===== src/cltd_regs.vh =====
`ifndef CLTD_REGS_VH
`define CLTD_REGS_VH
// ----------------------------------------
// register byte offsets
// ----------------------------------------
`define CLTD_CTRL_OFS    8'h00
`define CLTD_STATUS_OFS  8'h04
`define CLTD_ACC_OFS     8'h08
`define CLTD_BANK_OFS    8'h0C
`define CLTD_PC_OFS      8'h10
`define CLTD_TBLPTR_OFS  8'h14
`define CLTD_TABLAT_OFS  8'h18
`define CLTD_PROD_OFS    8'h1C
`define CLTD_PTR0_OFS    8'h20
`define CLTD_PTR1_OFS    8'h24
`define CLTD_PTR2_OFS    8'h28
// ----------------------------------------
// control field positions
// ----------------------------------------
`define CLTD_CTRL_RUN    0
`define CLTD_CTRL_PRIO   1
`define CLTD_CTRL_PSA    2
`define CLTD_CTRL_IRQ_HI 3
`define CLTD_CTRL_IRQ_LO 4
`define CLTD_CTRL_W      5
// ----------------------------------------
// status field positions
// ----------------------------------------
`define CLTD_FLAG_C      0
`define CLTD_FLAG_DC     1
`define CLTD_FLAG_Z      2
`define CLTD_FLAG_OV     3
`define CLTD_FLAG_N      4
`define CLTD_STAT_WDT    5
`define CLTD_STAT_PD     6
`define CLTD_STAT_SLEEP  7
`define CLTD_STAT_STATE  8
// ----------------------------------------
// reset values
// ----------------------------------------
`define CLTD_CTRL_RST    5'h00
`define CLTD_FLAGS_RST   5'h00
`define CLTD_ACC_RST     8'h00
`define CLTD_WDT_RST     1'b1
`define CLTD_PD_RST      1'b1
// ----------------------------------------
// opcode patterns
// ----------------------------------------
`define CLTD_OP_ADD      4'hF
`define CLTD_OP_SUB      4'h8
`define CLTD_OP_AND      4'hB
`define CLTD_OP_IOR      4'h9
`define CLTD_OP_XOR      4'hA
`define CLTD_OP_MOV      4'hE
`define CLTD_OP_MUL      4'hD
`define CLTD_OP_RETK     4'hC
`define CLTD_MISC_SLEEP  8'h03
`define CLTD_MISC_WDT    8'h04
`define CLTD_MISC_PUSH   8'h05
`define CLTD_MISC_POP    8'h06
`define CLTD_MISC_DAW    8'h07
`define CLTD_MISC_RESET  8'hFF
`endif


===== src/cltd_core.v =====
`timescale 1ns/1ps
// What this block does
// - 1110 0xxx: conditional jump on zero, carry, overflow, negative; bit 8 inverts
// - 1101: bit 11 clear relative jump, set relative call pushing return address
// - absolute jump and call take two words and two cycles, second word 1111
// - words 1111 xxxx and all-zero word are one-cycle no-operations
// - taken conditional jump costs two cycles, second one an inserted no-operation
// - interrupt return pops address, re-enables interrupts, s restores shadow copies
// - subroutine return pops stack top into program counter, s fast restore
// - return with literal loads accumulator and returns in two cycles
// - push saves return address, pop discards stack top, one cycle each
// - watchdog clear resets watchdog, sets watchdog-expired and power-down flags
// - sleep enters standby and updates watchdog-expired and power-down flags
// - all-ones low byte word resets core registers except shadow copies, second-word latches and payload outputs in one cycle
// - literal add and literal subtract update accumulator and all five flags
// - literal and, or, xor update accumulator, zero and negative only
// - literal load into accumulator, flags untouched
// - literal multiply into product register, flags untouched
// - 4-bit literal loaded into bank select register bits 3:0
// - two-word load of 12-bit literal into indirect pointer f
// - table read, two cycles, four pointer modes
// - table write, same modes; a started memory write runs until it ends
// - read-modify-write of a port takes the pin levels as source
// - timer zero write clears the prescaler when assigned to it
`include "cltd_regs.vh"
module cltd_core #(
	parameter PC_W = 20,
	parameter TP_W = 22
) (
	input  wire            hclk,
	input  wire            hresetn,
	input  wire            hsel,
	input  wire [31:0]     haddr,
	input  wire [1:0]      htrans,
	input  wire            hwrite,
	input  wire [2:0]      hsize,
	input  wire [31:0]     hwdata,
	input  wire            hready,
	output reg  [31:0]     hrdata,
	output wire            hreadyout,
	output wire            hresp,
	output wire [PC_W-1:0] instr_addr,
	input  wire [15:0]     instr_data,
	input  wire            instr_valid,
	output reg             stack_push,
	output reg  [PC_W-1:0] stack_push_addr,
	output reg             stack_pop,
	input  wire [PC_W-1:0] stack_top,
	output reg             tbl_rd_req,
	output reg             tbl_wr_req,
	output reg  [TP_W-1:0] tbl_addr,
	output reg  [7:0]      tbl_wdata,
	input  wire [7:0]      tbl_rdata,
	input  wire            tbl_wr_busy,
	output reg             watchdog_clear,
	output reg             sleep_enter,
	input  wire            wake,
	input  wire            wdt_timeout,
	output reg             soft_reset,
	input  wire            rmw_port_sel,
	input  wire [7:0]      rmw_latch,
	input  wire [7:0]      rmw_pin_levels,
	output wire [7:0]      rmw_source,
	input  wire            timer_zero_write,
	output reg             prescaler_clear
);
	// ----------------------------------------
	// states
	// ----------------------------------------
	localparam [4:0] ST_EXEC  = 5'b00001;
	localparam [4:0] ST_FLUSH = 5'b00010;
	localparam [4:0] ST_WORD2 = 5'b00100;
	localparam [4:0] ST_TBL   = 5'b01000;
	localparam [4:0] ST_TWAIT = 5'b10000;
	localparam [1:0] W2_ABSOLUTE_JUMP  = 2'd0;
	localparam [1:0] W2_CALL  = 2'd1;
	localparam [1:0] W2_PTR   = 2'd2;

	// ----------------------------------------
	// helpers
	// ----------------------------------------
	// add with carry in: {ov, dc, c, sum}
	function [10:0] cltd_add;
		input [7:0] a;
		input [7:0] b;
		input       cin;
		reg   [8:0] s;
		reg   [4:0] l;
		begin
			s = {1'b0, a} + {1'b0, b} + {8'h00, cin};
			l = {1'b0, a[3:0]} + {1'b0, b[3:0]} + {4'h0, cin};
			cltd_add = {(a[7] == b[7]) && (s[7] != a[7]), l[4], s[8], s[7:0]};
		end
	endfunction

	// next table pointer for the two mode bits
	function [TP_W-1:0] cltd_tp_next;
		input [TP_W-1:0] p;
		input [1:0]      m;
		begin
			case (m)
				2'd1:    cltd_tp_next = p + {{(TP_W-1){1'b0}}, 1'b1};
				2'd2:    cltd_tp_next = p - {{(TP_W-1){1'b0}}, 1'b1};
				2'd3:    cltd_tp_next = p + {{(TP_W-1){1'b0}}, 1'b1};
				default: cltd_tp_next = p;
			endcase
		end
	endfunction

	// ----------------------------------------
	// state
	// ----------------------------------------
	reg  [4:0]      state;
	reg  [PC_W-1:0] pc;
	reg  [7:0]      acc;
	reg  [4:0]      flags;
	reg  [3:0]      bank;
	reg  [4:0]      ctrl;
	reg  [15:0]     prod;
	reg  [11:0]     ptr0;
	reg  [11:0]     ptr1;
	reg  [11:0]     ptr2;
	reg  [TP_W-1:0] tblptr;
	reg  [7:0]      tablat;
	reg             wdt_flag;
	reg             pd_flag;
	reg             asleep;
	reg  [1:0]      w2_kind;
	reg  [7:0]      w1_low;
	reg  [7:0]      sh_acc;
	reg  [4:0]      sh_flags;
	reg  [3:0]      sh_bank;
	reg             sw_rst;
	reg             ahb_wr_pend;
	reg  [7:0]      ahb_wr_addr;
	reg  [31:0]     rd_mux;
	reg             flag_sel;

	wire [15:0]     w = instr_data;
	wire [PC_W-1:0] pc_next = pc + {{(PC_W-1){1'b0}}, 1'b1};
	// offsets are word counts from the following instruction
	wire [PC_W-1:0] off8  = {{(PC_W-8){w[7]}}, w[7:0]};
	wire [PC_W-1:0] off11 = {{(PC_W-11){w[10]}}, w[10:0]};
	wire [10:0]     add_r = cltd_add(acc, w[7:0], 1'b0);
	wire [10:0]     sub_r = cltd_add(w[7:0], ~acc, 1'b1);
	wire            run = ctrl[`CLTD_CTRL_RUN] & ~asleep & ~sw_rst;
	wire            go = run & instr_valid;
	wire [7:0]      logic_r = (w[11:8] == `CLTD_OP_AND) ? (acc & w[7:0]) :
	                          (w[11:8] == `CLTD_OP_IOR) ? (acc | w[7:0]) : (acc ^ w[7:0]);
	wire [7:0]      daw_lo = (acc[3:0] > 4'h9 || flags[`CLTD_FLAG_DC]) ? 8'h06 : 8'h00;
	wire [7:0]      daw_hi = (acc[7:4] > 4'h9 || flags[`CLTD_FLAG_C]) ? 8'h60 : 8'h00;
	wire [8:0]      daw_r = {1'b0, acc} + {1'b0, daw_lo} + {1'b0, daw_hi};

	assign instr_addr = pc;
	assign hreadyout  = 1'b1;
	assign hresp      = 1'b0;
	// pins, not the output latch, feed a port rewrite
	assign rmw_source = rmw_port_sel ? rmw_pin_levels : rmw_latch;

	// condition flag picked by bits 10:9
	always @* begin
		case (w[10:9])
			2'd0:    flag_sel = flags[`CLTD_FLAG_Z];
			2'd1:    flag_sel = flags[`CLTD_FLAG_C];
			2'd2:    flag_sel = flags[`CLTD_FLAG_OV];
			default: flag_sel = flags[`CLTD_FLAG_N];
		endcase
	end

	// ----------------------------------------
	// bus slave, zero wait states
	// ----------------------------------------
	// register read mux on the address phase
	always @* begin
		rd_mux = 32'h00000000;
		case (haddr[7:0])
			`CLTD_CTRL_OFS:   rd_mux = {27'h0000000, ctrl};
			`CLTD_STATUS_OFS: rd_mux = {19'h00000, state, asleep, pd_flag, wdt_flag, flags};
			`CLTD_ACC_OFS:    rd_mux = {24'h000000, acc};
			`CLTD_BANK_OFS:   rd_mux = {28'h0000000, bank};
			`CLTD_PC_OFS:     rd_mux = {{(32-PC_W){1'b0}}, pc};
			`CLTD_TBLPTR_OFS: rd_mux = {{(32-TP_W){1'b0}}, tblptr};
			`CLTD_TABLAT_OFS: rd_mux = {24'h000000, tablat};
			`CLTD_PROD_OFS:   rd_mux = {16'h0000, prod};
			`CLTD_PTR0_OFS:   rd_mux = {20'h00000, ptr0};
			`CLTD_PTR1_OFS:   rd_mux = {20'h00000, ptr1};
			`CLTD_PTR2_OFS:   rd_mux = {20'h00000, ptr2};
			default:          rd_mux = 32'h00000000;
		endcase
	end

	// capture address phase; read data stands in the data phase
	always @(posedge hclk or negedge hresetn) begin
		if (!hresetn) begin
			hrdata      <= 32'h00000000;
			ahb_wr_pend <= 1'b0;
			ahb_wr_addr <= 8'h00;
		end else if (hready) begin
			ahb_wr_pend <= hsel & htrans[1] & hwrite;
			ahb_wr_addr <= haddr[7:0];
			if (hsel && htrans[1] && !hwrite)
				hrdata <= rd_mux;
		end
	end

	// ----------------------------------------
	// execution
	// ----------------------------------------
	// one process so the software reset reaches the core registers except shadow copies, second-word latches and payload outputs
	always @(posedge hclk or negedge hresetn) begin
		if (!hresetn) begin
			state <= ST_EXEC;
			pc <= {PC_W{1'b0}};
			acc <= `CLTD_ACC_RST;
			flags <= `CLTD_FLAGS_RST;
			bank <= 4'h0;
			ctrl <= `CLTD_CTRL_RST;
			prod <= 16'h0000;
			ptr0 <= 12'h000;
			ptr1 <= 12'h000;
			ptr2 <= 12'h000;
			tblptr <= {TP_W{1'b0}};
			tablat <= 8'h00;
			wdt_flag <= `CLTD_WDT_RST;
			pd_flag <= `CLTD_PD_RST;
			asleep <= 1'b0;
			w2_kind <= W2_ABSOLUTE_JUMP;
			w1_low <= 8'h00;
			sh_acc <= 8'h00;
			sh_flags <= 5'h00;
			sh_bank <= 4'h0;
			sw_rst <= 1'b0;
			soft_reset <= 1'b0;
			stack_push <= 1'b0;
			stack_push_addr <= {PC_W{1'b0}};
			stack_pop <= 1'b0;
			tbl_rd_req <= 1'b0;
			tbl_wr_req <= 1'b0;
			tbl_addr <= {TP_W{1'b0}};
			tbl_wdata <= 8'h00;
			watchdog_clear <= 1'b0;
			sleep_enter <= 1'b0;
			prescaler_clear <= 1'b0;
		end else if (sw_rst) begin
			// core reset, bar shadow copies, second-word latches and payloads, one cycle after the word ran
			state <= ST_EXEC;
			pc <= {PC_W{1'b0}};
			acc <= `CLTD_ACC_RST;
			flags <= `CLTD_FLAGS_RST;
			bank <= 4'h0;
			ctrl <= `CLTD_CTRL_RST;
			prod <= 16'h0000;
			ptr0 <= 12'h000;
			ptr1 <= 12'h000;
			ptr2 <= 12'h000;
			tblptr <= {TP_W{1'b0}};
			tablat <= 8'h00;
			wdt_flag <= `CLTD_WDT_RST;
			pd_flag <= `CLTD_PD_RST;
			asleep <= 1'b0;
			sw_rst <= 1'b0;
			soft_reset <= 1'b0;
			stack_push <= 1'b0;
			stack_pop <= 1'b0;
			tbl_rd_req <= 1'b0;
			tbl_wr_req <= 1'b0;
			watchdog_clear <= 1'b0;
			sleep_enter <= 1'b0;
			prescaler_clear <= 1'b0;
		end else begin
			stack_push <= 1'b0;
			stack_pop <= 1'b0;
			tbl_rd_req <= 1'b0;
			tbl_wr_req <= 1'b0;
			watchdog_clear <= 1'b0;
			sleep_enter <= 1'b0;
			prescaler_clear <= timer_zero_write & ctrl[`CLTD_CTRL_PSA];
			if (wdt_timeout)
				wdt_flag <= 1'b0;
			if (wake)
				asleep <= 1'b0;
			case (state)
				ST_EXEC: if (go) begin
					pc <= pc_next;
					if (w[15:11] == 5'b11100) begin
						// taken jump adds the inserted no-operation cycle
						if (flag_sel ^ w[8]) begin
							pc <= pc_next + off8;
							state <= ST_FLUSH;
						end
					end else if (w[15:12] == 4'hD) begin
						pc <= pc_next + off11;
						state <= ST_FLUSH;
						if (w[11]) begin
							stack_push <= 1'b1;
							stack_push_addr <= pc_next;
						end
					end else if (w[15:8] == 8'hEF) begin
						w2_kind <= W2_ABSOLUTE_JUMP;
						w1_low <= w[7:0];
						state <= ST_WORD2;
					end else if (w[15:9] == 7'b1110110) begin
						w2_kind <= W2_CALL;
						w1_low <= w[7:0];
						state <= ST_WORD2;
						if (w[8]) begin
							sh_acc <= acc;
							sh_flags <= flags;
							sh_bank <= bank;
						end
					end else if (w[15:6] == 10'b1110111000) begin
						w2_kind <= W2_PTR;
						w1_low <= w[7:0];
						state <= ST_WORD2;
					end else if (w[15:8] == 8'h00) begin
						case (w[7:0])
							`CLTD_MISC_SLEEP: begin
								sleep_enter <= 1'b1;
								asleep <= 1'b1;
								wdt_flag <= 1'b1;
								pd_flag <= 1'b0;
							end
							`CLTD_MISC_WDT: begin
								watchdog_clear <= 1'b1;
								wdt_flag <= 1'b1;
								pd_flag <= 1'b1;
							end
							`CLTD_MISC_PUSH: begin
								stack_push <= 1'b1;
								stack_push_addr <= pc_next;
							end
							`CLTD_MISC_POP: stack_pop <= 1'b1;
							`CLTD_MISC_DAW: begin
								acc <= daw_r[7:0];
								flags[`CLTD_FLAG_C] <= daw_r[8] | flags[`CLTD_FLAG_C];
							end
							8'h08, 8'h09, 8'h0A, 8'h0B, 8'h0C, 8'h0D, 8'h0E, 8'h0F: begin
								// pre-increment moves the pointer before the access
								tbl_addr <= (w[1:0] == 2'd3) ? cltd_tp_next(tblptr, 2'd3)
								                             : tblptr;
								tblptr <= cltd_tp_next(tblptr, w[1:0]);
								tbl_rd_req <= ~w[2];
								tbl_wr_req <= w[2];
								tbl_wdata <= tablat;
								state <= w[2] ? ST_TWAIT : ST_TBL;
							end
							8'h10, 8'h11: begin
								pc <= stack_top;
								stack_pop <= 1'b1;
								state <= ST_FLUSH;
								if (!ctrl[`CLTD_CTRL_PRIO] || !ctrl[`CLTD_CTRL_IRQ_HI])
									ctrl[`CLTD_CTRL_IRQ_HI] <= 1'b1;
								else
									ctrl[`CLTD_CTRL_IRQ_LO] <= 1'b1;
								if (w[0]) begin
									acc <= sh_acc;
									flags <= sh_flags;
									bank <= sh_bank;
								end
							end
							8'h12, 8'h13: begin
								pc <= stack_top;
								stack_pop <= 1'b1;
								state <= ST_FLUSH;
								if (w[0]) begin
									acc <= sh_acc;
									flags <= sh_flags;
									bank <= sh_bank;
								end
							end
							`CLTD_MISC_RESET: begin
								sw_rst <= 1'b1;
								soft_reset <= 1'b1;
							end
							default: ;
						endcase
					end else if (w[15:8] == 8'h01) begin
						if (w[7:4] == 4'h0)
							bank <= w[3:0];
					end else if (w[15:12] == 4'h0 && w[11]) begin
						case (w[11:8])
							`CLTD_OP_ADD: begin
								acc <= add_r[7:0];
								flags <= {add_r[7], add_r[10], add_r[7:0] == 8'h00,
								          add_r[9], add_r[8]};
							end
							`CLTD_OP_SUB: begin
								acc <= sub_r[7:0];
								flags <= {sub_r[7], sub_r[10], sub_r[7:0] == 8'h00,
								          sub_r[9], sub_r[8]};
							end
							`CLTD_OP_AND, `CLTD_OP_IOR, `CLTD_OP_XOR: begin
								acc <= logic_r;
								flags[`CLTD_FLAG_Z] <= (logic_r == 8'h00);
								flags[`CLTD_FLAG_N] <= logic_r[7];
							end
							`CLTD_OP_MOV: acc <= w[7:0];
							`CLTD_OP_MUL: prod <= acc * w[7:0];
							`CLTD_OP_RETK: begin
								acc <= w[7:0];
								pc <= stack_top;
								stack_pop <= 1'b1;
								state <= ST_FLUSH;
							end
							default: ;
						endcase
					end
					// 1111 words and unknown codes fall through as no-operations
				end
				ST_FLUSH: state <= ST_EXEC;
				ST_WORD2: if (go) begin
					// second word is consumed here, never run on its own
					state <= ST_EXEC;
					pc <= pc_next;
					case (w2_kind)
						W2_ABSOLUTE_JUMP: pc <= {w[11:0], w1_low};
						W2_CALL: begin
							pc <= {w[11:0], w1_low};
							stack_push <= 1'b1;
							stack_push_addr <= pc_next;
						end
						W2_PTR: case (w1_low[5:4])
							2'd0:    ptr0 <= {w1_low[3:0], w[7:0]};
							2'd1:    ptr1 <= {w1_low[3:0], w[7:0]};
							default: ptr2 <= {w1_low[3:0], w[7:0]};
						endcase
						default: ;
					endcase
				end
				ST_TBL: begin
					tablat <= tbl_rdata;
					state <= ST_EXEC;
				end
				// a started memory write is held until the memory ends it
				ST_TWAIT: if (!tbl_wr_busy && !tbl_wr_req)
					state <= ST_EXEC;
				default: state <= ST_EXEC;
			endcase
			// software writes take priority over the core in the same cycle
			if (ahb_wr_pend) begin
				case (ahb_wr_addr)
					`CLTD_CTRL_OFS:   ctrl <= hwdata[`CLTD_CTRL_W-1:0];
					`CLTD_ACC_OFS:    acc <= hwdata[7:0];
					`CLTD_BANK_OFS:   bank <= hwdata[3:0];
					`CLTD_PC_OFS:     pc <= hwdata[PC_W-1:0];
					`CLTD_TBLPTR_OFS: tblptr <= hwdata[TP_W-1:0];
					`CLTD_TABLAT_OFS: tablat <= hwdata[7:0];
					default: ;
				endcase
			end
		end
	end
endmodule // cltd_core


===== config.mk =====
export PLATFORM = sky130hd
export DESIGN_NAME = cltd_core
export DESIGN_NICKNAME = d
export VERILOG_FILES = /design/src/cltd_core.v
export VERILOG_INCLUDE_DIRS = /design/src
export SDC_FILE = /design/constraint.sdc
export NUM_CORES = 1
export LEC_CHECK = 0
export BUFFER_PORTS_ARGS = -buffer_cell sky130_fd_sc_hd__buf_2
export CAP_MARGIN = 20
export CORE_ASPECT_RATIO = 1.4
export CORE_UTILIZATION = 55
export DETAILED_ROUTE_END_ITERATION = 10
export HOLD_SLACK_MARGIN = 0.08
export PLACE_DENSITY = 0.77
export SLEW_MARGIN = 20
export SYNTH_ARGS = -nofsm -noshare
export SYNTH_HDL_FRONTEND = slang
export SYNTH_SLANG_ARGS = --single-unit

===== constraint.sdc =====
create_clock -name hclk -period 8.93 [get_ports hclk]
set_input_delay 1.3395 -clock hclk [delete_from_list [all_inputs] [get_ports hclk]]
set_output_delay 1.3395 -clock hclk [all_outputs]
set_load 0.03 [all_outputs]

==> reports/results.txt <==
Tightest Hold Check Type: flip-flop to flip-flop
Avg Cell Area, Syn: 8.30 µm²
CP startpoint kind: input pin
GPL Wtd Cong: 1.01
Comb pwr share: 46.9%
most common cell after layout, fill and taps aside: nor2_1
Starting Density: 56.0%
Syn Inst Count: 2,312
dpl cells: 2,864
Seq pwr share: 31.1%
reg2reg setup slack: 3410 ps
sequential area share after synthesis: 32.5%
EDFF count, synth: 0
Tot GR Track Use: 40.2%
nets: 2,719
kind of critical path: input pin to flip-flop
share of cells above drive strength 1: 14.9%
drt initial violations: 2,538
post-DP HPWL: 52.9 mm
post-CTS sizing: 0
most frequent cells in the layout: nor2_1 (249), dfrtp_1 (245), nand2_1 (243)
area share of the largest cell type after synthesis: 32.1%
Worst VDD drop: 0.154 mV
area leader, netlist: dfrtp_1
Antenna diodes: 0
Clock Path Buffers: 3
# setup viols final: 0
CTS Hold Bufs: 0
Slew headroom: 26.6%
Die Ht: 223 µm
Tmin final: 6210 ps
# Post-CTS Setup Buffers: 0
Layout area overhead: 11.0%
largest cells by area after synthesis: dfrtp_1 (32%), ha_1 (6.5%), nor2_1 (5.0%), nand2_1 (4.8%), o21ai_0 (4.6%)
initial antenna violation count: 0
Cell variety after synth: 84
clock buffer count from CTS: 25
fin util: 62.2%
CP Capture Type: flip-flop
# DRC: 0
largest net degree at the start of global routing: 153
clk sinks: 249
via count: 19,300
# rows: 80
FFs w/ async S/R, synth: 100%
final worst-path cycle share: 69.5%
outcome: finished clean
Static Leak: 9.89 nW
Die Wd: 160 µm
input/output buffers: 209
Non-Filler Instances: 2,906
Peak Freq: 161 MHz
Die ar.: 35,600 µm²
Sum Neg Setup Slack: 0 ps
first-pass GRT wire length: 109 mm
skew final: 8.71 ps
internal power: 0.00265 W
switch share: 44.9%
TritonCTS clock tree: yes
register bit total from synthesis: 249
fin. max-slew vios: 0
Max Cap Viol: 0
post-place setup slack: 2330 ps
H-tree levels: 1
# fillers: 3,070
wire per inst: 24.9 µm
Post-Syn Area: 19,200 µm²
Synthesis Warnings: 0
clk slew on worst S/H paths: 60 ps
remaining global-route overflow: 0
Routed Antenna Nets: 0
CP Data Arrival Time: 6640 ps
number of global-route vias before repair: 18,600
Psw: 0.00216 W
Synth Flop Type: dfrtp_1
Req. time, crit path: 9360 ps
Clock Root Buffer: clkbuf_16
RSZ-0062 raised after global routing: false
IO Count: 260
core area: 34,200 µm²
PD cells: 226 nW/µm²
worst setup margin: 2720 ps
Pre-antenna DRT Iters: 7
Max FO, Critical Path: 13
Worst Tran Pin Value: 1090 ps
drt total wl: 72.3 mm
Vias/cell: 6.65
final hold viol count: 0
clk_lat worst skew: 550 ps
clock power share: 22.0%
==> synth_stat cells (all sizes together), types with 5 or more instances <==
cell type  instances
nor2             257
dfrtp            246
nand2            243
o21ai            178
a21oi            156
inv              129
clkbuf           122
ha                99
nor3              74
nand3             67
xor2              52
xnor2             51
mux2              49
a211oi            43
fa                40
mux2i             37
a221oi            33
buf               26
a22oi             25
or3               24
nand4             23
a31oi             22
nand2b            22
and3              21
a21o              20
nor4              18
a22o              17
a222oi            16
o211ai            16
a311oi            14
or2               14
o22ai             13
and2              11
o31ai             11
o21bai            10
o221ai             9
a211o              8
a2111oi            6
and4               6
nand4b             6
a32oi              5
a41oi              5
nand3b             5
==> flip-flops by register name, summed over array words and instances, names as in the netlist, 8 cells and up <==
register,cells
ptr1,12
hrdata,22
ptr0,12
ptr2,12
acc,8
ahb_wr_addr,8
prod,16
sh_acc,8
tablat,8
tbl_wdata,8
instr_addr,20
tblptr,22
w1_low,8
tbl_addr,22
stack_push_addr,20
==> critical path, stage by stage <==
cell and delay [ps]:
buf_2 390, clkinv_1 630, nor2_1 320, fa_1 210, inv_1 50, fa_1 460, fa_1 550, inv_1 50
fa_1 440, ha_1 280, inv_1 120, o21bai_1 140, a2111oi_0 640, o31ai_1 220, o21ai_0 270, nand2b_1 100
a21oi_1 180, xnor2_1 140, o21ai_0 80
==> per-stage QoR <==
stage                     hold slack, ps  instance area, µm²  total power (W)
after floorplan                      446               19200          0.00297
final                                475               21300          0.00481
after CTS                            479               21300          0.00473
after detailed placement             465               20500          0.00368
after global routing                 505               21300          0.00506
after global placement               458               20500          0.00363
==> cell type report <==
class	instances	area, µm²	area share, %
multi-input cells	1792	11900	56.0
repair buffers	239	1300	6.10
clock buffers	33	676	3.17
well taps	451	564	2.65
inverters	133	499	2.35
flip-flops and latches	249	6240	29.3
clock inverters	9	104	0.488
==> layer usage <==
layer / wire length (µm) / share of wire, % / vias up / GRT usage (%)
li1: - / - / 8537 / -
met1: 25800 / 36 / 9185 / 48.6
met2: 32600 / 45 / 1283 / 63.7
met3: 7860 / 11 / 316 / 8.01
met4: 5990 / 8.3 / 0 / 29.9
met5: 0 / 0 / - / 0
==> power by group through the flow <==
stage	Sequential [W]	Combinational [W]	Clock (W)
after floorplan	0.00143	0.00154	0
after global placement	0.00148	0.00214	0
after detailed placement	0.00149	0.00219	0
after CTS	0.00147	0.00221	0.00106
after global routing	0.00150	0.00247	0.00110
final	0.00150	0.00225	0.00106
==> worst paths after layout <==
path	start	to	cells after the start
setup / recovery	instr_data[3]	prod[15]	19
hold / removal	hrdata[3]	hrdata[3]	1
setup reg to reg	acc[3]	prod[15]	18
hold reg to reg	hrdata[3]	hrdata[3]	1
max in group asynchronous	hresetn	sw_rst	2
min in group asynchronous	hresetn	stack_push_addr[1]	1
==> cells by family (layout without fill, tap and decap cells) <==
| family | Yosys count | count (layout) | synth area share, % |
|---|---|---|---|
| DFF | 249 | 249 | 32.5 |
| buffers and inverters | 281 | 414 | 5.84 |
| and+or+nand+nor | 803 | 803 | 19.4 |
| other | 2 | 12 | 0.0391 |
| AOI/OAI and AO/OA | 648 | 648 | 21.9 |
| xor gates and xnor gates | 103 | 103 | 4.70 |
| muxes | 87 | 87 | 4.92 |
| adders and majority gates | 139 | 139 | 10.6 |
No activity file was read; power rests on OpenSTA's default activity.
